==> config.mk <==
export PLATFORM = sky130hd
export DESIGN_NAME = dafr_regs
export DESIGN_NICKNAME = d
export VERILOG_FILES = /design/src/design/dafr_regs.v
export VERILOG_INCLUDE_DIRS = /design/src /design/src/design
export SDC_FILE = /design/constraint.sdc
export NUM_CORES = 1
export LEC_CHECK = 0
export ABC_AREA = 1
export BUFFER_PORTS_ARGS = -buffer_cell sky130_fd_sc_hd__buf_2
export CORE_MARGIN = 2
export CORE_UTILIZATION = 45
export CTS_CLUSTER_SIZE = 30
export DETAILED_ROUTE_END_ITERATION = 10
export PLACE_DENSITY = 0.74
export SETUP_SLACK_MARGIN = 0.1
export SYNTH_ARGS = -nofsm -noshare
export SYNTH_HDL_FRONTEND = slang
export SYNTH_SLANG_ARGS = --single-unit
==> constraint.sdc <==
create_clock -name clk -period 1.05 [get_ports clk]
set_clock_uncertainty 0.05 [all_clocks]
set_input_delay 0.0525 -clock clk [delete_from_list [all_inputs] [get_ports clk]]
set_output_delay 0.0525 -clock clk [all_outputs]
set_load 0.1 [all_outputs]
==> src/design/dafr_consts.vh <==
// register offsets, field positions and reset values for the address and features bank
`ifndef DAFR_CONSTS_VH
`define DAFR_CONSTS_VH
`define DAFR_ADDR_SEL_OFFSET 8'h01
`define DAFR_FEAT1_OFFSET 8'h02
`define DAFR_ADDR_SEL_RESET 8'h70
`define DAFR_FEAT1_RESET 8'h00
`define DAFR_ADDR_SRC_BIT 7
`define DAFR_ADDR_MSB 6
`define DAFR_RELEASE_BIT 7
`define DAFR_SLEEP_SEL_BIT 6
`define DAFR_MAP_MSB 5
`define DAFR_MAP_LSB 4
`define DAFR_LEGACY_SRC_LSB 4
`define DAFR_BYPASS_BIT 3
`define DAFR_OSC_MSB 2
`define DAFR_MAP_BITS_ON_LSB 2'h0
`define DAFR_MAP_PASS 2'h1
`define DAFR_OSC_OFF 3'h0
`define DAFR_ADDR_VALID_A 7'h71
`define DAFR_ADDR_VALID_B 7'h72
`define DAFR_ADDR_VALID_C 7'h73
`define DAFR_ADDR_VALID_D 7'h76
`define DAFR_UNMAPPED_READ 8'h00
`endif

==> src/design/dafr_regs.v <==
// address select and output features registers with their output control
`timescale 1ns/1ps
`default_nettype none
`include "dafr_consts.vh"
module dafr_regs (
    // clock and reset
    input wire clk,
    input wire rst,
    // register port behind the serial control bus
    input wire [7:0] reg_addr,
    input wire reg_wr,
    input wire [7:0] reg_wdata,
    output reg [7:0] reg_rdata,
    // configuration from the first configuration register
    input wire register_control,
    input wire legacy_mode,
    // straps and pins
    input wire [6:0] bus_address_strap,
    input wire force_low_strap,
    input wire sleep_state_pin,
    // link state and recovered video
    input wire link_locked,
    input wire [23:0] color_data_in,
    input wire hsync_in,
    input wire vsync_in,
    input wire video_data_valid_in,
    input wire pclk_in,
    // device address
    output reg [6:0] bus_address,
    output reg bus_address_valid,
    // oscillator control
    output reg [2:0] oscillator_frequency_select,
    output reg oscillator_enable,
    // parallel outputs
    output reg [23:0] color_data_out,
    output reg hsync_out,
    output reg vsync_out,
    output reg video_data_valid_out,
    output reg pclk_out,
    output reg parallel_oe,
    output reg lock_out,
    output reg pass_out
);
    // register contents; reserved address values are kept, only flagged invalid
    reg [7:0] bus_address_select;
    reg [7:0] output_features_one;

    // three stage pin synchronisers, stage 1 feeds only stage 2
    // straps move slowly; waiting for stages 2 and 3 to agree costs a
    // cycle but keeps a single glitch from reaching the address
    reg [8:0] pin_s1;
    reg [8:0] pin_s2;
    reg [8:0] pin_s3;
    reg [8:0] pin_stable;
    wire [8:0] pin_raw = {sleep_state_pin, force_low_strap, bus_address_strap};
    wire [6:0] strap_addr = pin_stable[6:0];
    wire strap_force_low = pin_stable[7];
    wire sleep_pin = pin_stable[8];

    always @(posedge clk) begin
        if (rst) begin
            pin_s1 <= 9'h000;
            pin_s2 <= 9'h000;
            pin_s3 <= 9'h000;
            pin_stable <= 9'h000;
        end else begin
            pin_s1 <= pin_raw;
            pin_s2 <= pin_s1;
            pin_s3 <= pin_s2;
            if (pin_s2 == pin_s3) begin
                pin_stable <= pin_s3;
            end
        end
    end

    // register writes and reads
    // other indices are ignored on write and read back as zero
    always @(posedge clk) begin
        if (rst) begin
            bus_address_select <= `DAFR_ADDR_SEL_RESET;
            output_features_one <= `DAFR_FEAT1_RESET;
            reg_rdata <= 8'h00;
        end else begin
            if (reg_wr && reg_addr == `DAFR_ADDR_SEL_OFFSET) begin
                bus_address_select <= reg_wdata;
            end
            if (reg_wr && reg_addr == `DAFR_FEAT1_OFFSET) begin
                output_features_one <= reg_wdata;
            end
            // read data is registered, so it trails reg_addr by one cycle
            case (reg_addr)
                `DAFR_ADDR_SEL_OFFSET: reg_rdata <= bus_address_select;
                `DAFR_FEAT1_OFFSET: reg_rdata <= output_features_one;
                default: reg_rdata <= `DAFR_UNMAPPED_READ;
            endcase
        end
    end

    // effective features: pin defaults unless register control is set
    reg eff_release;
    reg eff_sleep_sel;
    reg [1:0] eff_map;
    reg eff_bypass;
    reg [2:0] eff_osc;

    always @* begin
        if (register_control) begin
            eff_release = output_features_one[`DAFR_RELEASE_BIT];
            eff_sleep_sel = output_features_one[`DAFR_SLEEP_SEL_BIT];
            eff_map = output_features_one[`DAFR_MAP_MSB:`DAFR_MAP_LSB];
            eff_bypass = output_features_one[`DAFR_BYPASS_BIT];
            eff_osc = output_features_one[`DAFR_OSC_MSB:0];
        end else begin
            // pin defaults: force low stays armed unless the strap is off
            eff_release = 1'b0;
            eff_sleep_sel = sleep_pin;
            eff_map = `DAFR_MAP_BITS_ON_LSB;
            eff_bypass = 1'b0;
            eff_osc = `DAFR_OSC_OFF;
        end
    end

    // address source ignores register control on purpose
    wire [6:0] next_bus_address = bus_address_select[`DAFR_ADDR_SRC_BIT] ?
        bus_address_select[`DAFR_ADDR_MSB:0] : strap_addr;
    wire next_addr_valid = (next_bus_address == `DAFR_ADDR_VALID_A) ||
        (next_bus_address == `DAFR_ADDR_VALID_B) ||
        (next_bus_address == `DAFR_ADDR_VALID_C) ||
        (next_bus_address == `DAFR_ADDR_VALID_D);

    // bypass wins over the strap; feature active means held low until released
    wire force_low_feature = strap_force_low && !eff_bypass;
    wire hold_low = force_low_feature && link_locked && !eff_release;
    // lock never joins the hold itself, it only gates it

    // legacy LSB fill, one slice per color channel
    // only the two lowest bits of each channel are touched
    wire [23:0] mapped_color;
    genvar ch;
    generate
        for (ch = 0; ch < 3; ch = ch + 1) begin : g_chan
            wire [7:0] c = color_data_in[ch*8 +: 8];
            reg [1:0] lsb;
            always @* begin
                lsb = c[1:0];
                if (legacy_mode) begin
                    case (eff_map)
                        `DAFR_MAP_BITS_ON_LSB: lsb = c[`DAFR_LEGACY_SRC_LSB +: 2];
                        `DAFR_MAP_PASS: lsb = c[1:0];
                        default: lsb = 2'h0;
                    endcase
                end
            end
            assign mapped_color[ch*8 +: 8] = {c[7:2], lsb};
        end
    endgenerate

    // registered outputs; lock and pass are never forced low
    // an unlocked link is treated as the sleep state

    always @(posedge clk) begin
        if (rst) begin
            bus_address <= 7'h00;
            bus_address_valid <= 1'b0;
            oscillator_frequency_select <= `DAFR_OSC_OFF;
            oscillator_enable <= 1'b0;
            color_data_out <= 24'h000000;
            hsync_out <= 1'b0;
            vsync_out <= 1'b0;
            video_data_valid_out <= 1'b0;
            pclk_out <= 1'b0;
            parallel_oe <= 1'b0;
            lock_out <= 1'b0;
            pass_out <= 1'b1;
        end else begin
            bus_address <= next_bus_address;
            bus_address_valid <= next_addr_valid;
            // the oscillator itself is outside; only its select and enable leave here
            oscillator_frequency_select <= eff_osc;
            oscillator_enable <= (eff_osc != `DAFR_OSC_OFF);
            lock_out <= link_locked;
            pass_out <= 1'b1;
            if (!link_locked) begin
                // sleep state: low when selected, otherwise released
                color_data_out <= 24'h000000;
                hsync_out <= 1'b0;
                vsync_out <= 1'b0;
                video_data_valid_out <= 1'b0;
                pclk_out <= 1'b0;
                parallel_oe <= eff_sleep_sel;
            end else if (hold_low) begin
                // locked but not released: driven low, pins stay enabled
                color_data_out <= 24'h000000;
                hsync_out <= 1'b0;
                vsync_out <= 1'b0;
                video_data_valid_out <= 1'b0;
                pclk_out <= 1'b0;
                parallel_oe <= 1'b1;
            end else begin
                // released: video passes with one cycle of latency
                color_data_out <= mapped_color;
                hsync_out <= hsync_in;
                vsync_out <= vsync_in;
                video_data_valid_out <= video_data_valid_in;
                pclk_out <= pclk_in;
                parallel_oe <= 1'b1;
            end
        end
    end
endmodule
`default_nettype wire

==> results.toml, run 1 <==
[status]
status = "finished, violations left"
violations = "negative setup slack"

[critical_path]
worst_ep_required_time_ps = 1250
crit_path_start = "pin_s2[2]"
endpoint_kind = "flop"
crit_path_top_delay_cell = "dfxtp_2"
worst-setup-path-type = "reg2reg"
reg2reg_setup_slack_ps = -390
path_buf_inv = 2
critical_path.startpoint_type = "flop"
crit_family = "simple AND/OR/NAND/NOR gates"
path_cells = "inv_2 -> nand2_1 -> nand2_1 -> nor2_2 -> inv_2 -> nor2_4 -> nand3_2 -> nand2_1 -> nor2_1"
cp_slowest_stage_delay_ps = 350
crit_path_frequent_cell = "nand2_1"
cp.arrival_ps = 1640
critical_path.max_fanout = 5
r2r_start = "pin_s2[2]"

[logic_synthesis]
synth_area_leader_cell = "dfxtp_1"
yosysUniqueCellTypes = 26
syn_nets = 498
seq_area_frac_synth = 0.575
synth_common_cells = "102 x dfxtp_1, 81 x nor2_1, 71 x inv_1"
ys.flop_type = "dfxtp_1"
syn_area_sq_um = 3550
yosys_warnings = 0
ys_seq_elements = 102
async_flop_share = 0
synth_edf_count = 0
syn-instance-count = 439
syn_area_per_cell_sq_um = 8.09
synthTopCellsByArea = "dfxtp_1 58%, nor2_1 8.6%, inv_1 7.5%"
synth.top_cell.area_share = 0.575
synth_most_common_cell = "dfxtp_1"

[grt]
grt_pass1_wl_mm = 20.1
grt_overflow = 0
grt_antenna_before_repair = 0
grt_pass1_vias = 3883
grt_max_degree = 22
track_usage = 0.305

[clock_network]
cts_max_level = 3
numClockSinks = 102
cts_max_path_buffers = 2
cts.clk_slew.worst_paths_ps = 100
cts.root.buffer_cell = "clkbuf_8"
cts_tree = "yes"
clk_latency_ps = 390
cts_buffers = 9

[layout]
final_nets = 694
diodes = 0
drive_gt1_frac = 0.535
area_delta_synth_final_pct = 85.7

[sta]
setup_viol = 50
fin_setup_tns_ps = -9630
fmax_mhz = 695
fin_crit_sh = 1.37
final-hold-violation-count = 0
slew_viol_final = 0
min_period_ps = 1440
rsz0062_at_grt = "true"
setup_slack_ps = -390

[drt]
drc = 0
avgRoutedWirePerCell_microns = 22.8
drt_pass1_iterations = 7
viasPerCell = 5.69
vias = 4202
wl_mm = 16.9
dr.first_iter.drc_count = 498
ant_nets = 0

[power]
seqPwrFrac = 0.472
power_frac_comb = 0.244
p_sw_frac = 0.322
leakage_nw = 2.83
powerDensity_nw_per_um2 = 1350
clock_power_share = 0.284
vdd_ir_drop_max_uv = 888
p_sw_mw = 2.86
total_power_mw = 8.87
intPower_mw = 6.02

[die]
die_h_microns = 92.8
io_pins = 110
initial_core_util = 0.462
die_w_microns = 92.8
rows = 32
core_sq_um = 7690
die_area_sq_um = 8610

[worst_hold_path]
hold_path_startpoint = "rst"
min_path_type = "in2reg"

[job]
drv_cap = 0

[placement]
dpl.hpwl_mm = 6.14
gp_congestion = 0.852
io_buffers = 108
## cells by family (layout without fill, tap and decap cells)
kind of cell / count (synthesis) / after routing / synth area share
and+or+nand+nor: 205 / 208 / 0.250
AOI/OAI and AO/OA: 35 / 35 / 0.0508
DFF: 102 / 102 / 0.575
xor gates and xnor gates: 3 / 3 / 0.00740
buffers and inverters: 88 / 283 / 0.102
muxes: 5 / 5 / 0.0141
other: 1 / 1 / 0.00106
## path summary, 6_finish.rpt
check             endpoint  cells past startpoint
min               lock_out                      3
max reg2reg  pin_stable[6]                      9
max          pin_stable[6]                      9
min reg2reg      pin_s2[5]                      2
## state kept, by name, indices dropped and copies added, names as in the netlist
name / cells
color_data_out: 24
oscillator_enable: 1
vsync_out: 1
oscillator_frequency_select: 3
output_features_one: 8
video_data_valid_out: 1
pin_stable: 9
pin_s3: 9
reg_rdata: 8
pin_s2: 9
bus_address_valid: 1
bus_address: 7
pclk_out: 1
pin_s1: 9
parallel_oe: 1
hsync_out: 1
lock_out: 1
bus_address_select: 8
## worst register-to-register path, stage by stage (launching register included)
cell and delay (ps):
dfxtp_2 350, inv_2 40, nand2_1 50, nand2_1 70
nor2_2 190, inv_2 100, nor2_4 220, nand3_2 100
nand2_1 100, nor2_1 60
## power groups by stage
stage          clock network, mW  registers, mW  logic (mW)
2_1_floorplan                  0           4.74       0.415
3_3_place_gp                   0           4.23        1.50
3_5_place_dp                   0           4.24        1.53
4_1_cts                     2.34           4.15        1.85
5_1_grt                     2.65           4.20        2.23
6_report                    2.52           4.19        2.17
## per-stage QoR
| stage | instance area [sq um] | hold slack [ps] | utilization | worst slack [ps] | instances |
|---|---|---|---|---|---|
| floorplan | 3640 | 107 | - | -85.5 | 439 |
| global placement | 5180 | 200 | 0.674 | -149 | 659 |
| detailed placement | 5180 | 208 | 0.674 | -229 | 659 |
| CTS | 6190 | 3.06 | 0.806 | -234 | 732 |
| global route | 6590 | 54.4 | 0.857 | -459 | 739 |
| finish | 6590 | 56.0 | 0.857 | -390 | 739 |
## metal layers
metal | share of wire | GRT usage | up-vias
met3 | 0.12 | 0.0675 | 165
met5 | 0 | 0 | -
li1 | - | - | 1723
met1 | 0.32 | 0.326 | 1896
met2 | 0.47 | 0.527 | 418
met4 | 0.087 | 0.222 | 0
## layout by cell type (no fill, tap or decap), drive strengths merged
cell type	n
conb	1
dlygate4sd3	47
o21ai	7
buf	150
nor3	3
clkinv	1
bufinv	1
xnor2	3
mux2i	5
o31ai	2
nand4	1
nor2	94
nand2	71
or3	1
nand3	38
dlymetal6s4s	1
inv	72
a21oi	26
clkbuf	11
dfxtp	102
## cell type report
class | count | area [sq um]
Clock inverter | 2 | 35.0
Multi-Input combinational cell | 252 | 1640
Timing Repair Buffer | 198 | 2240
Inverter | 72 | 278
Fill cell | 309 | 1100
Sequential cell | 102 | 2140
Clock buffer | 11 | 141
Tap cell | 102 | 128
## what timing repair did
item                                   in CTS  in global routing
endpoints found under the hold margin      55                  0
gates cloned                                5                  1
pin swaps                                  12                 27
setup endpoints to repair                  92                108
hold buffers                               48                  0
gates resized for setup                    62                103
setup buffers                               7                  9
Note: power is estimated with default switching activity, not from simulation.
==> run 2, diff against run 1 <==
--- a/config.mk
+++ b/config.mk
@@ -8,7 +8,6 @@
 export LEC_CHECK = 0
 export ABC_AREA = 1
 export BUFFER_PORTS_ARGS = -buffer_cell sky130_fd_sc_hd__buf_2
-export CORE_MARGIN = 2
 export CORE_UTILIZATION = 45
 export CTS_CLUSTER_SIZE = 30
 export DETAILED_ROUTE_END_ITERATION = 10
==> run 2 against run 1 <==
The run still ends with negative setup slack left. Sequential share of layout area is 0.64 points higher. First-iteration DRC count down 29%. Critical path depth stayed put. Die area is 4.3% lower. Via count fell by 8.4%. Sequential cell count stayed put. Maximum frequency grew 4.9%. Worst hold slack worse by 3.6 ps. Non-clock buffer count unchanged. Critical endpoint is now pin_stable[7].
==> results.toml, run 2 (synthesized netlist as in run 1, its figures left out) <==
[clock_network]
cts_max_level = 3
clk_latency_ps = 380
cts_tree = "yes"
numClockSinks = 102
cts.clk_slew.worst_paths_ps = 100
cts_max_path_buffers = 2
cts.root.buffer_cell = "clkbuf_8"
cts_buffers = 9

[power]
leakage_nw = 2.82
vdd_ir_drop_max_uv = 955
powerDensity_nw_per_um2 = 1390
clock_power_share = 0.308
p_sw_mw = 2.72
power_frac_comb = 0.226
p_sw_frac = 0.304
total_power_mw = 8.96
intPower_mw = 6.24
seqPwrFrac = 0.466

[sta]
slew_viol_final = 0
setup_viol = 45
min_period_ps = 1370
final-hold-violation-count = 0
whs_ps = 52.4
setup_slack_ps = -323
rsz0062_at_grt = "true"
fin_crit_sh = 1.31
fmax_mhz = 729

[layout]
postLayoutCellArea_sq_um = 6440
fill_cells = 348
largest_reg_flops = 24
layout_commonest_cell = "dfxtp_2"
regMostFlops = "color_data_out"
final_util = 0.838
area_delta_synth_final_pct = 81.6
drive_gt1_frac = 0.477
final_cell_mix = "64 x dfxtp_2, 62 x nor2_1, 62 x inv_1, 59 x nand2_1, 58 x buf_2"
final_cells = 743
final_nets = 694

[grt]
grt_overflow = 0
grt_pass1_wl_mm = 18.6
grt_max_degree = 35
grt_antenna_before_repair = 0
grt_pass1_vias = 3778
track_usage = 0.295

[critical_path]
path_cells = "inv_1 -> nand2_1 -> nand2_2 -> nor2_4 -> nand2_4 -> nor2_4 -> nand3_1 -> nand2_1 -> nor2_1"
r2r_end = "pin_stable[7]"
worstRegToRegCells = 9
crit_path_top_delay_cell = "dfxtp_2"
r2r_start = "pin_s2[7]"
reg2reg_setup_slack_ps = -320
crit_family = "simple AND/OR/NAND/NOR gates"
worst-setup-path-type = "reg2reg"
cp-endpoint = "pin_stable[7]"
cp.arrival_ps = 1590
crit_path_start = "pin_s2[7]"
path_buf_inv = 1
worst_ep_required_time_ps = 1270
critical_path.startpoint_type = "flop"
cp_slowest_stage_delay_ps = 340
worst-path-stages = 9
endpoint_kind = "flop"
critical_path.max_fanout = 5

[die]
die_w_microns = 90.8
die_area_sq_um = 8250
core_sq_um = 7690
initial_core_util = 0.462
die_h_microns = 90.8
io_pins = 110
rows = 32

[drt]
wl_met3_mm = 1.24
vias = 3850
drt-met1-wl_mm = 4.39
drc = 0
viasPerCell = 5.18
dr.max_layer_used = "met4"
wl_mm = 13.4
drt_pass1_iterations = 5
ant_nets = 0
met2_length_mm = 6.92
avgRoutedWirePerCell_microns = 18.0
dr.first_iter.drc_count = 355

[worst_hold_path]
min_path_type = "in2reg"

[placement]
placed_area_sq_um = 5170
dp_cells = 657
io_buffers = 108
gp_congestion = 0.826
dpl.hpwl_mm = 5.78

[status]
status = "finished, violations left"
violations = "negative setup slack"

[job]
drv_cap = 0
==> run 2: changes by cell type in the layout (fill, tap and decap cells not counted), moves of 4 or more <==
cell and delta:
inv_2 -4, nand2_2 -10, nand3_2 -7, nor2_4 -12, nand3_1 +7, nor2_1 +10, inv_1 +5, nand2_1 +12
==> run 2: worst min path at each step <==
stage,depth (start not counted),slack [ps],startpoint,to
6_report,3,50,register_control,oscillator_frequency_select[2]
5_1_grt,3,30,register_control,oscillator_frequency_select[2]
4_1_cts,4,-6,rst,oscillator_frequency_select[2]
3_5_place_dp,3,210,bus_address_strap[4],pin_s1[4]
3_3_place_gp,3,200,bus_address_strap[1],pin_s1[1]
2_1_floorplan,2,110,color_data_in[10],color_data_out[10]
==> run 2: layer usage <==
| metal | GRT usage | vias up |
|---|---|---|
| met5 | 0 | - |
| li1 | - | 1725 |
| met1 | 0.291 | 1749 |
| met2 | 0.557 | 283 |
| met4 | 0.189 | 0 |
| met3 | 0.0581 | 93 |
==> run 2: power groups by stage <==
stage	clock network, mW	logic (mW)	registers, mW
2_1_floorplan	0	0.415	4.74
3_3_place_gp	0	1.50	4.23
3_5_place_dp	0	1.53	4.24
4_1_cts	2.67	1.85	4.15
5_1_grt	2.93	2.11	4.18
6_report	2.76	2.03	4.17
==> run 2: layout make-up <==
cell class | count | area (sq um) | share of cell area
Antenna cell | 1 | 2.50 | 0.000388
Tap cell | 102 | 128 | 0.0198
Multi-Input combinational cell | 252 | 1460 | 0.227
Inverter | 72 | 275 | 0.0427
Clock buffer | 14 | 183 | 0.0283
Clock inverter | 2 | 37.5 | 0.00582
Timing Repair Buffer | 198 | 2230 | 0.346
Sequential cell | 102 | 2130 | 0.330
==> run 2: repair_timing <==
item                                   CTS  global route
endpoints found under the hold margin   57             0
gates resized for setup                 58            53
gates cloned                             4             1
setup endpoints to repair               94           103
pin swaps                               11            24
hold buffers                            49             0
buffers inserted                        10             6
==> run 2: through the flow <==
step / setup slack (ps) / TNS, ps
after floorplan: -85.5 / -768
after global placement: -156 / -1750
after detailed placement: -218 / -2940
after CTS: -207 / -4670
after global routing: -414 / -8670
final: -323 / -7760
==> run 2: worst reg2reg max path, cell delays in order, from the launching register on <==
cell,delay [ps]
dfxtp_2,340
inv_1,60
nand2_1,90
nand2_2,70
nor2_4,160
nand2_4,100
nor2_4,160
nand3_1,100
nand2_1,90
nor2_1,50
